### src/eatd_map.svh
// Register map, field positions, reset values and limits of the external analog trigger detector.
// Assumes inclusion by bare name from the package, the checker and the bench.
`ifndef EATD_MAP_SVH
`define EATD_MAP_SVH

// ****************************************************************
// Register indices; the byte address is four times the index.
// ****************************************************************
`define EATD_IDX_TERM 16'h9cae
`define EATD_IDX_OR_MASK 16'h9dda
`define EATD_IDX_AND_MASK 16'h9dee
`define EATD_IDX_MODES 16'h9e34
`define EATD_IDX_MODE 16'h9e3e
`define EATD_IDX_LEVEL 16'ha550
`define EATD_IDX_LVL_MIN 16'ha564
`define EATD_IDX_LVL_MAX 16'ha565
`define EATD_IDX_LVL_STEP 16'ha566
`define EATD_IDX_CONTROL 16'hc000
`define EATD_IDX_STATE 16'hc001
`define EATD_IDX_IRQ_STATUS 16'hc002
`define EATD_IDX_IRQ_MASK 16'hc003

// ****************************************************************
// Mode encodings and the bitmask of supported modes.
// ****************************************************************
`define EATD_MODE_DISABLED 32'h0000_0000
`define EATD_MODE_RISING 32'h0000_0001
`define EATD_MODE_FALLING 32'h0000_0002
`define EATD_MODE_ANY 32'h0000_0004
`define EATD_MODE_ABOVE 32'h0000_0008
`define EATD_MODE_BELOW 32'h0000_0010
`define EATD_SUPPORTED_MODES 32'h0000_001f

// ****************************************************************
// Field positions.
// ****************************************************************
`define EATD_MASK_EXT_BIT 1
`define EATD_CTRL_ARM_BIT 0
`define EATD_IRQ_TRIG_BIT 0
`define EATD_IRQ_BADMODE_BIT 1

// ****************************************************************
// Reset values and level limits in millivolts.
// ****************************************************************
`define EATD_RST_TERM 32'h0000_0000
`define EATD_RST_MASK 32'h0000_0000
`define EATD_RST_LEVEL 32'h0000_0000
`define EATD_RST_ZERO 32'h0000_0000
`define EATD_LVL_MIN_MV (-5000)
`define EATD_LVL_MAX_MV 5000
`define EATD_LVL_STEP_MV 1

`endif

### src/eatd_pkg.sv
// Types shared by the external analog trigger detector.
// Assumes eatd_map.svh is on the include path.
`include "eatd_map.svh"

package eatd_pkg;
	// Detection behaviours selected by the mode register.
	typedef enum logic [31:0] {
		mode_disabled = `EATD_MODE_DISABLED,
		mode_rising_edge = `EATD_MODE_RISING,
		mode_falling_edge = `EATD_MODE_FALLING,
		mode_any_edge = `EATD_MODE_ANY,
		mode_above_level = `EATD_MODE_ABOVE,
		mode_below_level = `EATD_MODE_BELOW
	} eatd_mode_t;
endpackage

### src/eatd_top.sv
// External analog trigger detector: Avalon-MM register slave, level compare and edge or level detection.
// Assumes one clock, sample words from converter logic on the same clock, and an
// Avalon-MM master that holds each request until it sees waitrequest low.
//
// Contract
// - Read-only bitmask of supported detection modes.
// - Read/write mode register selects one behaviour.
// - Disabled mode never produces a detection.
// - Rising edge: below-to-above crossing triggers.
// - Falling edge: above-to-below crossing triggers.
// - Any edge: every crossing triggers.
// - Above-level mode triggers while input above.
// - Below-level mode triggers while input below.
// - Detection used only when masked in.
// - Termination select: one 50 ohm, zero high.
// - Every active mode compares against the level.
// - Read/write level in mV, within limits.
// - Read-only level minimum, maximum and step.
// - Input evaluated once per sample.
// - Level mode triggers on entry or start.
`timescale 1ns/1ps

module eatd_top
	import eatd_pkg::*;
#(
	parameter int SAMPLE_W = 16,
	parameter int LVL_STEP_MV = `EATD_LVL_STEP_MV
) (
	// Clock and reset.
	input wire logic sys_clk,
	input wire logic rst_n,
	// Avalon-MM slave, byte addressed.
	input wire logic [17:0] avs_address,
	input wire logic avs_read,
	input wire logic avs_write,
	input wire logic [31:0] avs_writedata,
	input wire logic [3:0] avs_byteenable,
	output logic [31:0] avs_readdata,
	output logic avs_waitrequest,
	// Trigger input samples in millivolts, one per valid strobe.
	input wire logic signed [SAMPLE_W-1:0] sample_mv,
	input wire logic sample_valid,
	// Trigger results.
	output logic trig_event,
	output logic trig_gate,
	output logic term_50ohm,
	output logic irq
);

	// ****************************************************************
	// Elaboration checks.
	// ****************************************************************

	// The sample must hold the full level range and the step must be positive.
	if (SAMPLE_W < 14 || SAMPLE_W > 32) begin : g_bad_width
		$error("SAMPLE_W must lie between 14 and 32.");
	end
	if (LVL_STEP_MV < 1) begin : g_bad_step
		$error("LVL_STEP_MV must be at least one.");
	end

	// ****************************************************************
	// Functions.
	// ****************************************************************

	// True for exactly the defined mode encodings.
	function automatic logic mode_is_valid(input logic [31:0] value);
		mode_is_valid = (value == `EATD_MODE_DISABLED) || (value == `EATD_MODE_RISING) ||
			(value == `EATD_MODE_FALLING) || (value == `EATD_MODE_ANY) ||
			(value == `EATD_MODE_ABOVE) || (value == `EATD_MODE_BELOW);
	endfunction

	// Merges write data into a register under the byte enables.
	function automatic logic [31:0] merge_bytes(input logic [31:0] old_value,
		input logic [31:0] new_value, input logic [3:0] lanes);
		logic [31:0] result;
		result = old_value;
		for (int i = 0; i < 4; i++) begin
			if (lanes[i]) begin
				result[i*8 +: 8] = new_value[i*8 +: 8];
			end
		end
		merge_bytes = result;
	endfunction

	// ****************************************************************
	// Declarations.
	// ****************************************************************

	logic served_reg;
	logic access_go;
	logic write_go;
	logic [15:0] reg_index;
	logic addr_aligned;
	logic [31:0] read_next;
	logic [31:0] wr_merged;
	logic [31:0] term_reg;
	logic [31:0] or_mask_reg;
	logic [31:0] and_mask_reg;
	eatd_mode_t mode_reg;
	logic signed [31:0] level_reg;
	logic signed [31:0] level_next;
	logic [31:0] control_reg;
	logic [1:0] irq_status_reg;
	logic [1:0] irq_mask_reg;
	logic [1:0] irq_set;
	logic [1:0] irq_clear;
	logic bad_mode_write;
	logic arm_rise;
	logic arm_prev_reg;
	logic first_reg;
	logic above_now;
	logic above_prev_reg;
	logic input_enabled;
	logic hit_next;
	logic gate_next;

	// ****************************************************************
	// Avalon-MM handshake.
	// ****************************************************************

	// Each access answers one cycle after it arrives; read data are latched in the first cycle, writes take effect in the answer cycle.
	assign avs_waitrequest = (avs_read || avs_write) && !served_reg;
	assign access_go = (avs_read || avs_write) && !served_reg;
	assign write_go = avs_write && served_reg;
	assign reg_index = avs_address[17:2];
	assign addr_aligned = (avs_address[1:0] == 2'b00);

	// Tracks the answer cycle of a pending access.
	always_ff @(posedge sys_clk or negedge rst_n) begin
		if (!rst_n) begin
			served_reg <= 1'b0;
		end else begin
			served_reg <= access_go;
		end
	end

	// ****************************************************************
	// Read decode.
	// ****************************************************************

	// Unmapped and misaligned addresses read as zero.
	always_comb begin
		read_next = `EATD_RST_ZERO;
		if (addr_aligned) begin
			case (reg_index)
				`EATD_IDX_TERM: read_next = term_reg;
				`EATD_IDX_OR_MASK: read_next = or_mask_reg;
				`EATD_IDX_AND_MASK: read_next = and_mask_reg;
				`EATD_IDX_MODES: read_next = `EATD_SUPPORTED_MODES;
				`EATD_IDX_MODE: read_next = mode_reg;
				`EATD_IDX_LEVEL: read_next = level_reg;
				`EATD_IDX_LVL_MIN: read_next = 32'(`EATD_LVL_MIN_MV);
				`EATD_IDX_LVL_MAX: read_next = 32'(`EATD_LVL_MAX_MV);
				`EATD_IDX_LVL_STEP: read_next = 32'(LVL_STEP_MV);
				`EATD_IDX_CONTROL: read_next = control_reg;
				`EATD_IDX_STATE: read_next = {28'h000_0000, first_reg, input_enabled, trig_gate, above_prev_reg};
				`EATD_IDX_IRQ_STATUS: read_next = {30'h0000_0000, irq_status_reg};
				`EATD_IDX_IRQ_MASK: read_next = {30'h0000_0000, irq_mask_reg};
				default: read_next = `EATD_RST_ZERO;
			endcase
		end
	end

	// Read data is captured in the waiting cycle and stands at the answer edge.
	always_ff @(posedge sys_clk or negedge rst_n) begin
		if (!rst_n) begin
			avs_readdata <= `EATD_RST_ZERO;
		end else if (access_go && avs_read) begin
			avs_readdata <= read_next;
		end
	end

	// ****************************************************************
	// Writable registers.
	// ****************************************************************

	assign wr_merged = merge_bytes(read_next, avs_writedata, avs_byteenable);

	// A written level outside the range is clamped to the nearest limit.
	always_comb begin
		level_next = wr_merged;
		if ($signed(wr_merged) < $signed(32'(`EATD_LVL_MIN_MV))) begin
			level_next = 32'(`EATD_LVL_MIN_MV);
		end else if ($signed(wr_merged) > $signed(32'(`EATD_LVL_MAX_MV))) begin
			level_next = 32'(`EATD_LVL_MAX_MV);
		end
	end

	// Termination select, drives the input stage directly.
	always_ff @(posedge sys_clk or negedge rst_n) begin
		if (!rst_n) begin
			term_reg <= `EATD_RST_TERM;
		end else if (write_go && addr_aligned && reg_index == `EATD_IDX_TERM) begin
			term_reg <= {31'h0000_0000, wr_merged[0]};
		end
	end

	assign term_50ohm = term_reg[0];

	// Trigger OR and AND masks; only the external input bit matters here.
	always_ff @(posedge sys_clk or negedge rst_n) begin
		if (!rst_n) begin
			or_mask_reg <= `EATD_RST_MASK;
			and_mask_reg <= `EATD_RST_MASK;
		end else if (write_go && addr_aligned) begin
			if (reg_index == `EATD_IDX_OR_MASK) begin
				or_mask_reg <= wr_merged;
			end
			if (reg_index == `EATD_IDX_AND_MASK) begin
				and_mask_reg <= wr_merged;
			end
		end
	end

	// A write of an undefined mode code leaves the old mode in place.
	assign bad_mode_write = write_go && addr_aligned && reg_index == `EATD_IDX_MODE && !mode_is_valid(wr_merged);

	// Mode register holds exactly one defined behaviour.
	always_ff @(posedge sys_clk or negedge rst_n) begin
		if (!rst_n) begin
			mode_reg <= mode_disabled;
		end else if (write_go && addr_aligned && reg_index == `EATD_IDX_MODE && mode_is_valid(wr_merged)) begin
			mode_reg <= eatd_mode_t'(wr_merged);
		end
	end

	// Trigger level in millivolts, held within its limits.
	always_ff @(posedge sys_clk or negedge rst_n) begin
		if (!rst_n) begin
			level_reg <= `EATD_RST_LEVEL;
		end else if (write_go && addr_aligned && reg_index == `EATD_IDX_LEVEL) begin
			level_reg <= level_next;
		end
	end

	// Control register carries the arm bit that starts an acquisition.
	always_ff @(posedge sys_clk or negedge rst_n) begin
		if (!rst_n) begin
			control_reg <= `EATD_RST_ZERO;
		end else if (write_go && addr_aligned && reg_index == `EATD_IDX_CONTROL) begin
			control_reg <= {31'h0000_0000, wr_merged[`EATD_CTRL_ARM_BIT]};
		end
	end

	// ****************************************************************
	// Detection.
	// ****************************************************************

	// The input takes part only with a live mode and its mask bit set.
	assign input_enabled = (mode_reg != mode_disabled) &&
		(or_mask_reg[`EATD_MASK_EXT_BIT] || and_mask_reg[`EATD_MASK_EXT_BIT]);

	// Comparator: sample against the programmed level, sample sign extended to 32 bits.
	assign above_now = 32'($signed(sample_mv)) > level_reg;

	assign arm_rise = control_reg[`EATD_CTRL_ARM_BIT] && !arm_prev_reg;

	// Remembers the arm bit to find the start of an acquisition.
	always_ff @(posedge sys_clk or negedge rst_n) begin
		if (!rst_n) begin
			arm_prev_reg <= 1'b0;
		end else begin
			arm_prev_reg <= control_reg[`EATD_CTRL_ARM_BIT];
		end
	end

	// Marks the first sample after arming, which has no valid predecessor.
	always_ff @(posedge sys_clk or negedge rst_n) begin
		if (!rst_n) begin
			first_reg <= 1'b1;
		end else if (arm_rise) begin
			first_reg <= 1'b1;
		end else if (sample_valid) begin
			first_reg <= 1'b0;
		end
	end

	// Keeps the previous comparator result, updated once per sample.
	always_ff @(posedge sys_clk or negedge rst_n) begin
		if (!rst_n) begin
			above_prev_reg <= 1'b0;
		end else if (sample_valid) begin
			above_prev_reg <= above_now;
		end
	end

	// Selects the qualifying change or level for the current mode.
	always_comb begin
		hit_next = 1'b0;
		gate_next = trig_gate;
		if (sample_valid) begin
			gate_next = 1'b0;
			case (mode_reg)
				mode_rising_edge: hit_next = !first_reg && above_now && !above_prev_reg;
				mode_falling_edge: hit_next = !first_reg && !above_now && above_prev_reg;
				mode_any_edge: hit_next = !first_reg && (above_now != above_prev_reg);
				mode_above_level: begin
					gate_next = above_now;
					hit_next = above_now && (first_reg || !above_prev_reg);
				end
				mode_below_level: begin
					gate_next = !above_now;
					hit_next = !above_now && (first_reg || above_prev_reg);
				end
				default: begin
					hit_next = 1'b0;
					gate_next = 1'b0;
				end
			endcase
			hit_next = hit_next && input_enabled && control_reg[`EATD_CTRL_ARM_BIT];
			gate_next = gate_next && input_enabled;
		end
		if (!input_enabled) begin
			gate_next = 1'b0;
		end
	end

	// Registered event pulse and gate level.
	always_ff @(posedge sys_clk or negedge rst_n) begin
		if (!rst_n) begin
			trig_event <= 1'b0;
			trig_gate <= 1'b0;
		end else begin
			trig_event <= hit_next;
			trig_gate <= gate_next;
		end
	end

	// ****************************************************************
	// Interrupts.
	// ****************************************************************

	assign irq_set = {bad_mode_write, hit_next};
	assign irq_clear = (write_go && addr_aligned && reg_index == `EATD_IDX_IRQ_STATUS && avs_byteenable[0]) ?
		avs_writedata[1:0] : 2'b00;

	// Sticky status, cleared by writing one; a new event wins over the clear.
	always_ff @(posedge sys_clk or negedge rst_n) begin
		if (!rst_n) begin
			irq_status_reg <= 2'b00;
		end else begin
			irq_status_reg <= (irq_status_reg & ~irq_clear) | irq_set;
		end
	end

	// Interrupt mask of the same layout as the status.
	always_ff @(posedge sys_clk or negedge rst_n) begin
		if (!rst_n) begin
			irq_mask_reg <= 2'b00;
		end else if (write_go && addr_aligned && reg_index == `EATD_IDX_IRQ_MASK && avs_byteenable[0]) begin
			irq_mask_reg <= avs_writedata[1:0];
		end
	end

	// Level interrupt while any enabled status bit is set.
	always_ff @(posedge sys_clk or negedge rst_n) begin
		if (!rst_n) begin
			irq <= 1'b0;
		end else begin
			irq <= |((irq_status_reg & ~irq_clear | irq_set) & irq_mask_reg);
		end
	end

endmodule

### config.mk
export PLATFORM = sky130hd
export DESIGN_NAME = eatd_top
export DESIGN_NICKNAME = d
export VERILOG_FILES = /design/src/eatd_pkg.sv /design/src/eatd_top.sv
export VERILOG_INCLUDE_DIRS = /design/src
export SDC_FILE = /design/constraint.sdc
export NUM_CORES = 1
export LEC_CHECK = 0
export ABC_AREA = 1
export ABC_CLOCK_PERIOD_IN_PS = 2200
export BUFFER_PORTS_ARGS = -buffer_cell sky130_fd_sc_hd__buf_2
export CAP_MARGIN = 20
export CELL_PAD_IN_SITES_DETAIL_PLACEMENT = 0
export CELL_PAD_IN_SITES_GLOBAL_PLACEMENT = 1
export CORE_UTILIZATION = 39
export CTS_CLUSTER_DIAMETER = 50
export CTS_CLUSTER_SIZE = 8
export DETAILED_ROUTE_END_ITERATION = 10
export HOLD_SLACK_MARGIN = 0.12
export PLACE_DENSITY = 0.75
export SETUP_SLACK_MARGIN = 0.2
export SLEW_MARGIN = 20
export SYNTH_ARGS = -nofsm -noshare
export SYNTH_HDL_FRONTEND = slang
export SYNTH_SLANG_ARGS = --single-unit
### constraint.sdc
create_clock -name sys_clk -period 2.2 [get_ports sys_clk]
set_clock_uncertainty 0.15 [all_clocks]
set_input_delay 0.66 -clock sys_clk [delete_from_list [all_inputs] [get_ports sys_clk]]
set_output_delay 0.66 -clock sys_clk [all_outputs]
set_load 0.02 [all_outputs]
==> results of run 1 <==
Yosys cell counts, types with 2 or more instances:
cell	number
dfrtp_1	172
nor2_4	6
clkbuf_1	28
nor2_1	165
buf_2	7
buf_4	6
clkinv_1	3
a21oi_1	21
nand3_1	132
buf_6	10
nand2_2	8
nor2_2	10
nand2_1	455
buf_1	2
nor4_1	6
ha_1	32
inv_2	8
nor3_1	13
nand4_1	10
o211ai_1	2
o21ai_2	5
inv_1	205
o21ai_1	9
nand2_4	3
mux2_2	2
o21ai_0	158
worst max path at each step:
stage / start / to / slack, ns
after floorplan: avs_address[17] / mode_reg[8] / -0.44
after global placement: avs_address[17] / level_reg[3] / -1.25
after detailed placement: avs_address[17] / level_reg[4] / -1.25
after CTS: avs_address[10] / level_reg[2] / -0.62
after global routing: avs_address[17] / mode_reg[7] / -0.75
final: avs_address[17] / level_reg[9] / -0.63
repair_timing:
item,4_1_cts,5_1_grt
hold buffers,1,0
pin swaps,83,86
hold endpoints to repair,27,0
setup buffers,58,22
gates resized for setup,308,165
setup endpoints to repair,159,164
cloned,11,1
power by group through the flow:
stage,registers (mW),clock network (mW),logic (mW)
floorplan,3.25,0,0.290
global placement,3.25,0,0.722
detailed placement,3.25,0,0.728
CTS,3.19,3.12,0.863
global route,3.18,3.27,1.00
finish,3.19,3.09,0.927
routing by layer:
| metal | part of all wire | vias up | global-route usage |
|---|---|---|---|
| met5 | 0 | - | 0 |
| met4 | 0.024 | 0 | 0.0676 |
| met3 | 0.053 | 53 | 0.0535 |
| met2 | 0.46 | 290 | 0.438 |
| met1 | 0.47 | 5348 | 0.402 |
| li1 | - | 5627 | - |
final cells by class:
type	count	area, um^2
Fill cell	2289	9460
Multi-Input combinational cell	1053	6340
Sequential cell	173	4330
Timing Repair Buffer	479	4080
Inverter	216	848
Clock buffer	19	453
Tap cell	335	419
Clock inverter	13	129
cell usage in the layout (no fill, tap or decap), types with 16 or more instances in the layout:
cell | netlist | routed
buf_4 | 6 | 286
inv_1 | 205 | 169
buf_12 | 0 | 24
buf_6 | 10 | 63
nand3_2 | 1 | 49
o21ai_2 | 5 | 50
nand2_1 | 455 | 361
buf_2 | 7 | 92
o21ai_0 | 158 | 57
a21oi_1 | 21 | 16
nand2_4 | 3 | 21
nand2_2 | 8 | 80
dfrtp_1 | 172 | 172
o21ai_1 | 9 | 62
nor2_2 | 10 | 51
nor2_1 | 165 | 100
nand3_1 | 132 | 81
inv_2 | 8 | 35
clkbuf_16 | 0 | 17
nor2_4 | 6 | 30
ha_1 | 32 | 21
through the flow:
stage	hold slack (ns)	std cells	power [mW]	setup WS, ns	setup TNS (ns)
final	0.242	2288	7.20	-0.626	-31.99
after global routing	0.259	2288	7.46	-0.747	-41.97
after CTS	0.242	2265	7.17	-0.617	-28.20
after detailed placement	0.231	2163	3.97	-1.25	-113.27
after global placement	0.220	2163	3.97	-1.25	-109.03
after floorplan	0.214	1490	3.54	-0.438	-24.05
logic make-up (layout without fill, tap and decap cells):
group	Yosys count	after routing	synth area share
adder cells (fa/ha/maj)	32	32	0.0387
buffers and inverters	269	727	0.108
multiplexers	2	2	0.00218
AO/OA/AOI/OAI	202	202	0.103
AND/OR/NAND/NOR	812	817	0.330
flip-flops	173	173	0.419
==> metrics.md, run 1 <==
| Metric | Value |
|---|---|
| Syn Std Cell Area | `10300 um^2` |
| Routed len/inst | `between 15 and 20 um` |
| Seq/Total Area, Yosys | `0.419` |
| Hold Crit Depth | `1` |
| EDFF count, synth | `0` |
| Leakage | `about 8.5 nW` |
| CP max stage delay | `between 0.15 and 0.2 ns` |
| Int Power | `about 5.2 mW` |
| Clock share of power | `0.429` |
| Die Y | `roughly 160 um` |
| Power share of the sequential group | `0.442` |
| GP Congestion | `0.863` |
| Fin area | `about 17000 um^2` |
| Vias per cell | `4.95` |
| 1st-iter DRT viols | `690` |
| Period utilization | `1.28` |
| Hold_sp | `arm_prev_reg` |
| Final Worst Setup Slack | `-0.626 ns` |
| Max cap viols | `0` |
| Top-area cell type share of the netlist area | `0.416` |
| Post-synth top area cell | `dfrtp_1` |
| Crit. End Element | `register` |
| GRT Residual Overflow | `0` |
| Final WL | `between 30000 and 40000 um` |
| Initial core utilization | `0.397` |
| CTS Buffer Depth | `2` |
| Worst Path Required | `~2.4 ns` |
| Final min period | `~2.8 ns` |
| Core footprint | `~26000 um^2` |
| Crit Path Max Fanout | `7` |
| Count of final setup violators | `just over 80` |
| Placed Area | `about 14000 um^2` |
| Fin. Hold Viols | `0` |
| Synth Flop Type | `dfrtp_1` |
| Failing checks | `setup timing` |
| Synth-to-Final Area Change | `60.5%` |
| Nets in the synthesized netlist | `~1600` |
| Max rail drop VDD | `~520 uV` |
| Worst slew pin tran | `0.385 ns` |
| RSZ-0062 raised after global routing | `true` |
| Pwr/cell area | `434 nW/um^2` |
| # IOs | `112` |
| Critical path type | `in -> reg` |
| Synth Warn # | `0` |
| Yosys reg bits | `between 150 and 200` |
| Die area | `approximately 27000 um^2` |
| RR Endpoint | `level_reg[9]` |
| Slew HR | `0.743` |
| Die span in x | `165 um` |
| Nets | `2047` |
| Net Sw Frac | `0.272` |
| Post-detail-place hpwl | `roughly 26000 um` |
| CTS buffer count | `17` |
| Hold path endpoint | `first_reg` |
| Largest net degree at the start of global routing | `65` |
| Post-Synthesis Cells | `1490` |
| Crit-path slowest cell | `nand3_4` |
| Vias in the first global route | `between 10000 and 15000` |
| Worst-Skew Late Latency | `0.44 ns` |
| Drt pass-1 iters | `5` |
| FP Rows | `59` |
| Avg Cell Area, Syn | `6.94 um^2` |
| Clock sinks | `173` |
| CTS tree | `yes` |
| R2R Setup Slk | `-0.38 ns` |
| PortBufs | `111` |
| Crit start category | `input port` |
| Final Util | `0.637` |
| Total GRT Usage | `0.282` |
| Layout cells sized above 1 | `0.450` |
| Async set or reset register ratio after synthesis | `1.00` |
| Most used cell, CP | `nand2_1` |
| Worst r2r path cells | `21` |
| Max Slew Vio Count | `0` |
| Bufs and invs on worst path | `6` |
| Distinct cells, synth | `38` |
| H-tree depth | `4` |
| Switching pwr | `between 1.5 and 2 mW` |
| HP Class | `reg -> reg` |
| Crit. path cell count | `25` |
| Antenna violations before repair | `0` |
| Top delay family on crit path | `simple AND/OR/NAND/NOR gates` |
| Routed Antenna Nets | `0` |
| Worst endpoint data arrival time | `3.01 ns` |
| Drt drc | `0` |
| Ant diodes | `0` |
| Synth area leaders | `dfrtp_1 42%, nand2_1 17%, o21ai_0 7.6%, inv_1 7.4%, nand3_1 6.4%` |
| Outcome | `finished with violations` |
| Clock transition at the registers of the reported paths | `0.07 ns` |
| F_max | `between 0.3 and 0.4 GHz` |
| Vias after detailed routing | `roughly 11000` |
| Comb power frac | `0.129` |
| Clock root cell | `clkbuf_16` |
| Critical R2R Launch | `mode_reg[24]` |
| Global-route wire length before repair | `58500 um` |
(Power assumes the default switching activity.)
==> run 2, diff against run 1 <==
--- a/config.mk
+++ b/config.mk
@@ -6,13 +6,12 @@
 export SDC_FILE = /design/constraint.sdc
 export NUM_CORES = 1
 export LEC_CHECK = 0
-export ABC_AREA = 1
 export ABC_CLOCK_PERIOD_IN_PS = 2200
 export BUFFER_PORTS_ARGS = -buffer_cell sky130_fd_sc_hd__buf_2
 export CAP_MARGIN = 20
 export CELL_PAD_IN_SITES_DETAIL_PLACEMENT = 0
 export CELL_PAD_IN_SITES_GLOBAL_PLACEMENT = 1
-export CORE_UTILIZATION = 39
+export CORE_UTILIZATION = 41
 export CTS_CLUSTER_DIAMETER = 50
 export CTS_CLUSTER_SIZE = 8
 export DETAILED_ROUTE_END_ITERATION = 10
==> run 2 against run 1 <==
The run still ends with setup timing left. Synthesized area decreased by 2.0%. Sequential cell count unchanged. Sequential power about the same. Largest cell class unchanged. Largest power group unchanged. Critical path type is now reg -> reg.
==> metrics.md, run 2 <==
| Metric | Value |
|---|---|
| Layout cells sized above 1 | `0.553` |
| Die span in x | `about 160 um` |
| Ant diodes | `0` |
| Worst Path Required | `2.38 ns` |
| Slew HR | `0.583` |
| Outcome | `finished with violations` |
| Top delay family on crit path | `simple AND/OR/NAND/NOR gates` |
| Async set or reset register ratio after synthesis | `1.00` |
| Post-synth top area cell | `dfrtp_1` |
| Commonest non-fill, non-tap cell in the layout | `buf_4` |
| Placed cell count | `roughly 1900` |
| Avg Cell Area, Syn | `8.73 um^2` |
| Syn Std Cell Area | `between 10000 and 15000 um^2` |
| Crit. End Element | `register` |
| Synth Flop Type | `dfrtp_1` |
| CTS Buffer Depth | `2` |
| Seq/Total Area, Yosys | `0.427` |
| Core footprint | `about 24000 um^2` |
| Die area | `approximately 25000 um^2` |
| Worst-Skew Late Latency | `between 0.4 and 0.5 ns` |
| Routed Antenna Nets | `0` |
| Yosys reg bits | `173` |
| Critical R2R Launch | `mode_reg[5]` |
| Failing checks | `setup timing` |
| Synth-to-Final Area Change | `76.4%` |
| HP Class | `reg -> reg` |
| Worst endpoint data arrival time | `about 3.8 ns` |
| Top-area cell type share of the netlist area | `0.425` |
| Most used cell, CP | `buf_4` |
| Post-detail-place hpwl | `between 30000 and 40000 um` |
| Period utilization | `1.63` |
| Synth cell count leaders | `172 x dfrtp_1, 149 x nand2_1, 114 x o21ai_0, 98 x nand3_1, 57 x a21oi_1` |
| Max cap viols | `0` |
| CP max stage delay | `approximately 0.43 ns` |
| RSZ-0062 raised after global routing | `true` |
| Drt pass-1 iters | `5` |
| Final WL | `45500 um` |
| Routed len/inst | `around 22 um` |
| FP Rows | `between 50 and 60` |
| Drt drc | `0` |
| EDFF count, synth | `0` |
| Post-Synthesis Cells | `1161` |
| Largest net degree at the start of global routing | `41` |
| Distinct cells, synth | `86` |
| Final Util | `0.737` |
| Initial core utilization | `0.418` |
| Max rail drop VDD | `approximately 470 uV` |
| Clock transition at the registers of the reported paths | `0.08 ns` |
| Nets | `1798` |
| Critical path type | `reg -> reg` |
| Fin. Hold Viols | `0` |
| Fill cell total of the finished layout | `roughly 1800` |
| Most frequent cells in the layout | `352 x buf_4, 172 x dfrtp_1, 140 x nand2_1` |
| # IOs | `about 110` |
| Leakage | `just over 8 nW` |
| Count of final setup violators | `between 150 and 200` |
| Pwr/cell area | `409 nW/um^2` |
| Final Worst Setup Slack | `-1.38 ns` |
| Worst slew pin tran | `~0.63 ns` |
| Antenna violations before repair | `1` |
| Max Slew Vio Count | `0` |
| Final min period | `~3.6 ns` |
| Crit start category | `register` |
| Synth Warn # | `0` |
| Die Y | `159 um` |
| Crit Path Max Fanout | `6` |
| Synth area leaders | `dfrtp_1 42%, o21ai_0 5.6%, nand2_1 5.5%, nand3_1 4.8%, ha_1 4.0%` |
| H-tree depth | `4` |
| GRT Residual Overflow | `0` |
| Vias after detailed routing | `11869` |
| Non-Filler Instances | `approximately 2000` |
| Nets in the synthesized netlist | `1268` |
| Crit. Startpoint | `mode_reg[5]` |
| Vias per cell | `between 5 and 6` |
| Cell Chain, Critical Path | `nor4_2, nand3_1, or3_4, a211oi_2, buf_4, maj3_2, o32ai_4, o32ai_2, buf_4, nand4_1, nor2_4, buf_12, mux2_4` |
| Vias in the first global route | `roughly 12000` |
| CTS buffer count | `17` |
| 1st-iter DRT viols | `around 1000` |
| Bufs and invs on worst path | `3` |
| Top-count cell post-synth | `dfrtp_1` |
| Clock root cell | `clkbuf_16` |
| Total GRT Usage | `0.348` |
| PortBufs | `about 110` |
| Global-route wire length before repair | `between 60000 and 70000 um` |
| F_max | `roughly 0.28 GHz` |
| CTS tree | `yes` |
| Clock sinks | `between 150 and 200` |
| GP Congestion | `just under 1` |
| Crit-path slowest cell | `or3_4` |
| Hold_sp | `arm_prev_reg` |
==> run 2: cells by family after synthesis <==
| family | synth area share |
|---|---|
| buf+inv | 0.0486 |
| simple gates | 0.257 |
| mux | 0.0219 |
| xor+xnor | 0.00173 |
| flops | 0.427 |
| fa+ha+maj | 0.0405 |
| compound gates | 0.203 |
==> run 2: layer usage <==
layer | part of all wire | track usage
met5 | 0 | 0
met4 | 0.046 | 0.139
met3 | 0.062 | 0.0576
met2 | 0.48 | 0.588
met1 | 0.41 | 0.444
==> run 2: report_power, final <==
part           internal [mW]  switching, mW
Combinational          0.440          0.540
Sequential              3.18        0.00215
Clock                   1.62           1.52
==> run 2: timing repair <==
action                                 4_1_cts  5_1_grt
endpoints found under the hold margin       26        0
pin swaps                                   99       70
setup buffers                               62       31
resized for setup                          292      183
setup endpoints to repair                  171      171
cloned                                       5        2
hold buffers                                 1        0
==> run 2: area by class of cell <==
cell class / instances / area (um^2) / area share
repair buffers: 594 / 5120 / 0.287
flip-flops and latches: 173 / 4330 / 0.242
well taps: 324 / 405 / 0.0227
multi-input cells: 865 / 7260 / 0.406
clock buffers: 17 / 425 / 0.0238
inverters: 40 / 155 / 0.00868
clock inverters: 15 / 171 / 0.00959
==> run 2: path summary, 6_finish.rpt <==
| kind | to | depth (start not counted) | slack (ns) |
|---|---|---|---|
| worst max-delay path | mode_reg[3] | 13 | -1.38 |
| worst min-delay path | first_reg | 1 | 0.24 |
| worst max register to register | mode_reg[3] | 13 | -1.38 |
| worst min register to register | first_reg | 1 | 0.24 |
| max in group asynchronous | level_reg[8] | 3 | 0.73 |
| min in group asynchronous | irq_status_reg[0] | 2 | 0.54 |
==> run 2: metrics by stage <==
stage / hold WS (ns) / setup slack (ns) / setup TNS [ns] / power [mW] / cell area (um^2)
3_5_place_dp: 0.242 / -2.01 / -201.55 / 4.05 / 14400
6_report: 0.240 / -1.38 / -111.88 / 7.30 / 17900
2_1_floorplan: 0.214 / -1.26 / -83.53 / 3.54 / 11000
3_3_place_gp: 0.235 / -1.83 / -193.09 / 4.04 / 14400
5_1_grt: 0.265 / -1.43 / -123.80 / 7.50 / 17900
4_1_cts: 0.240 / -1.22 / -93.55 / 7.23 / 16700
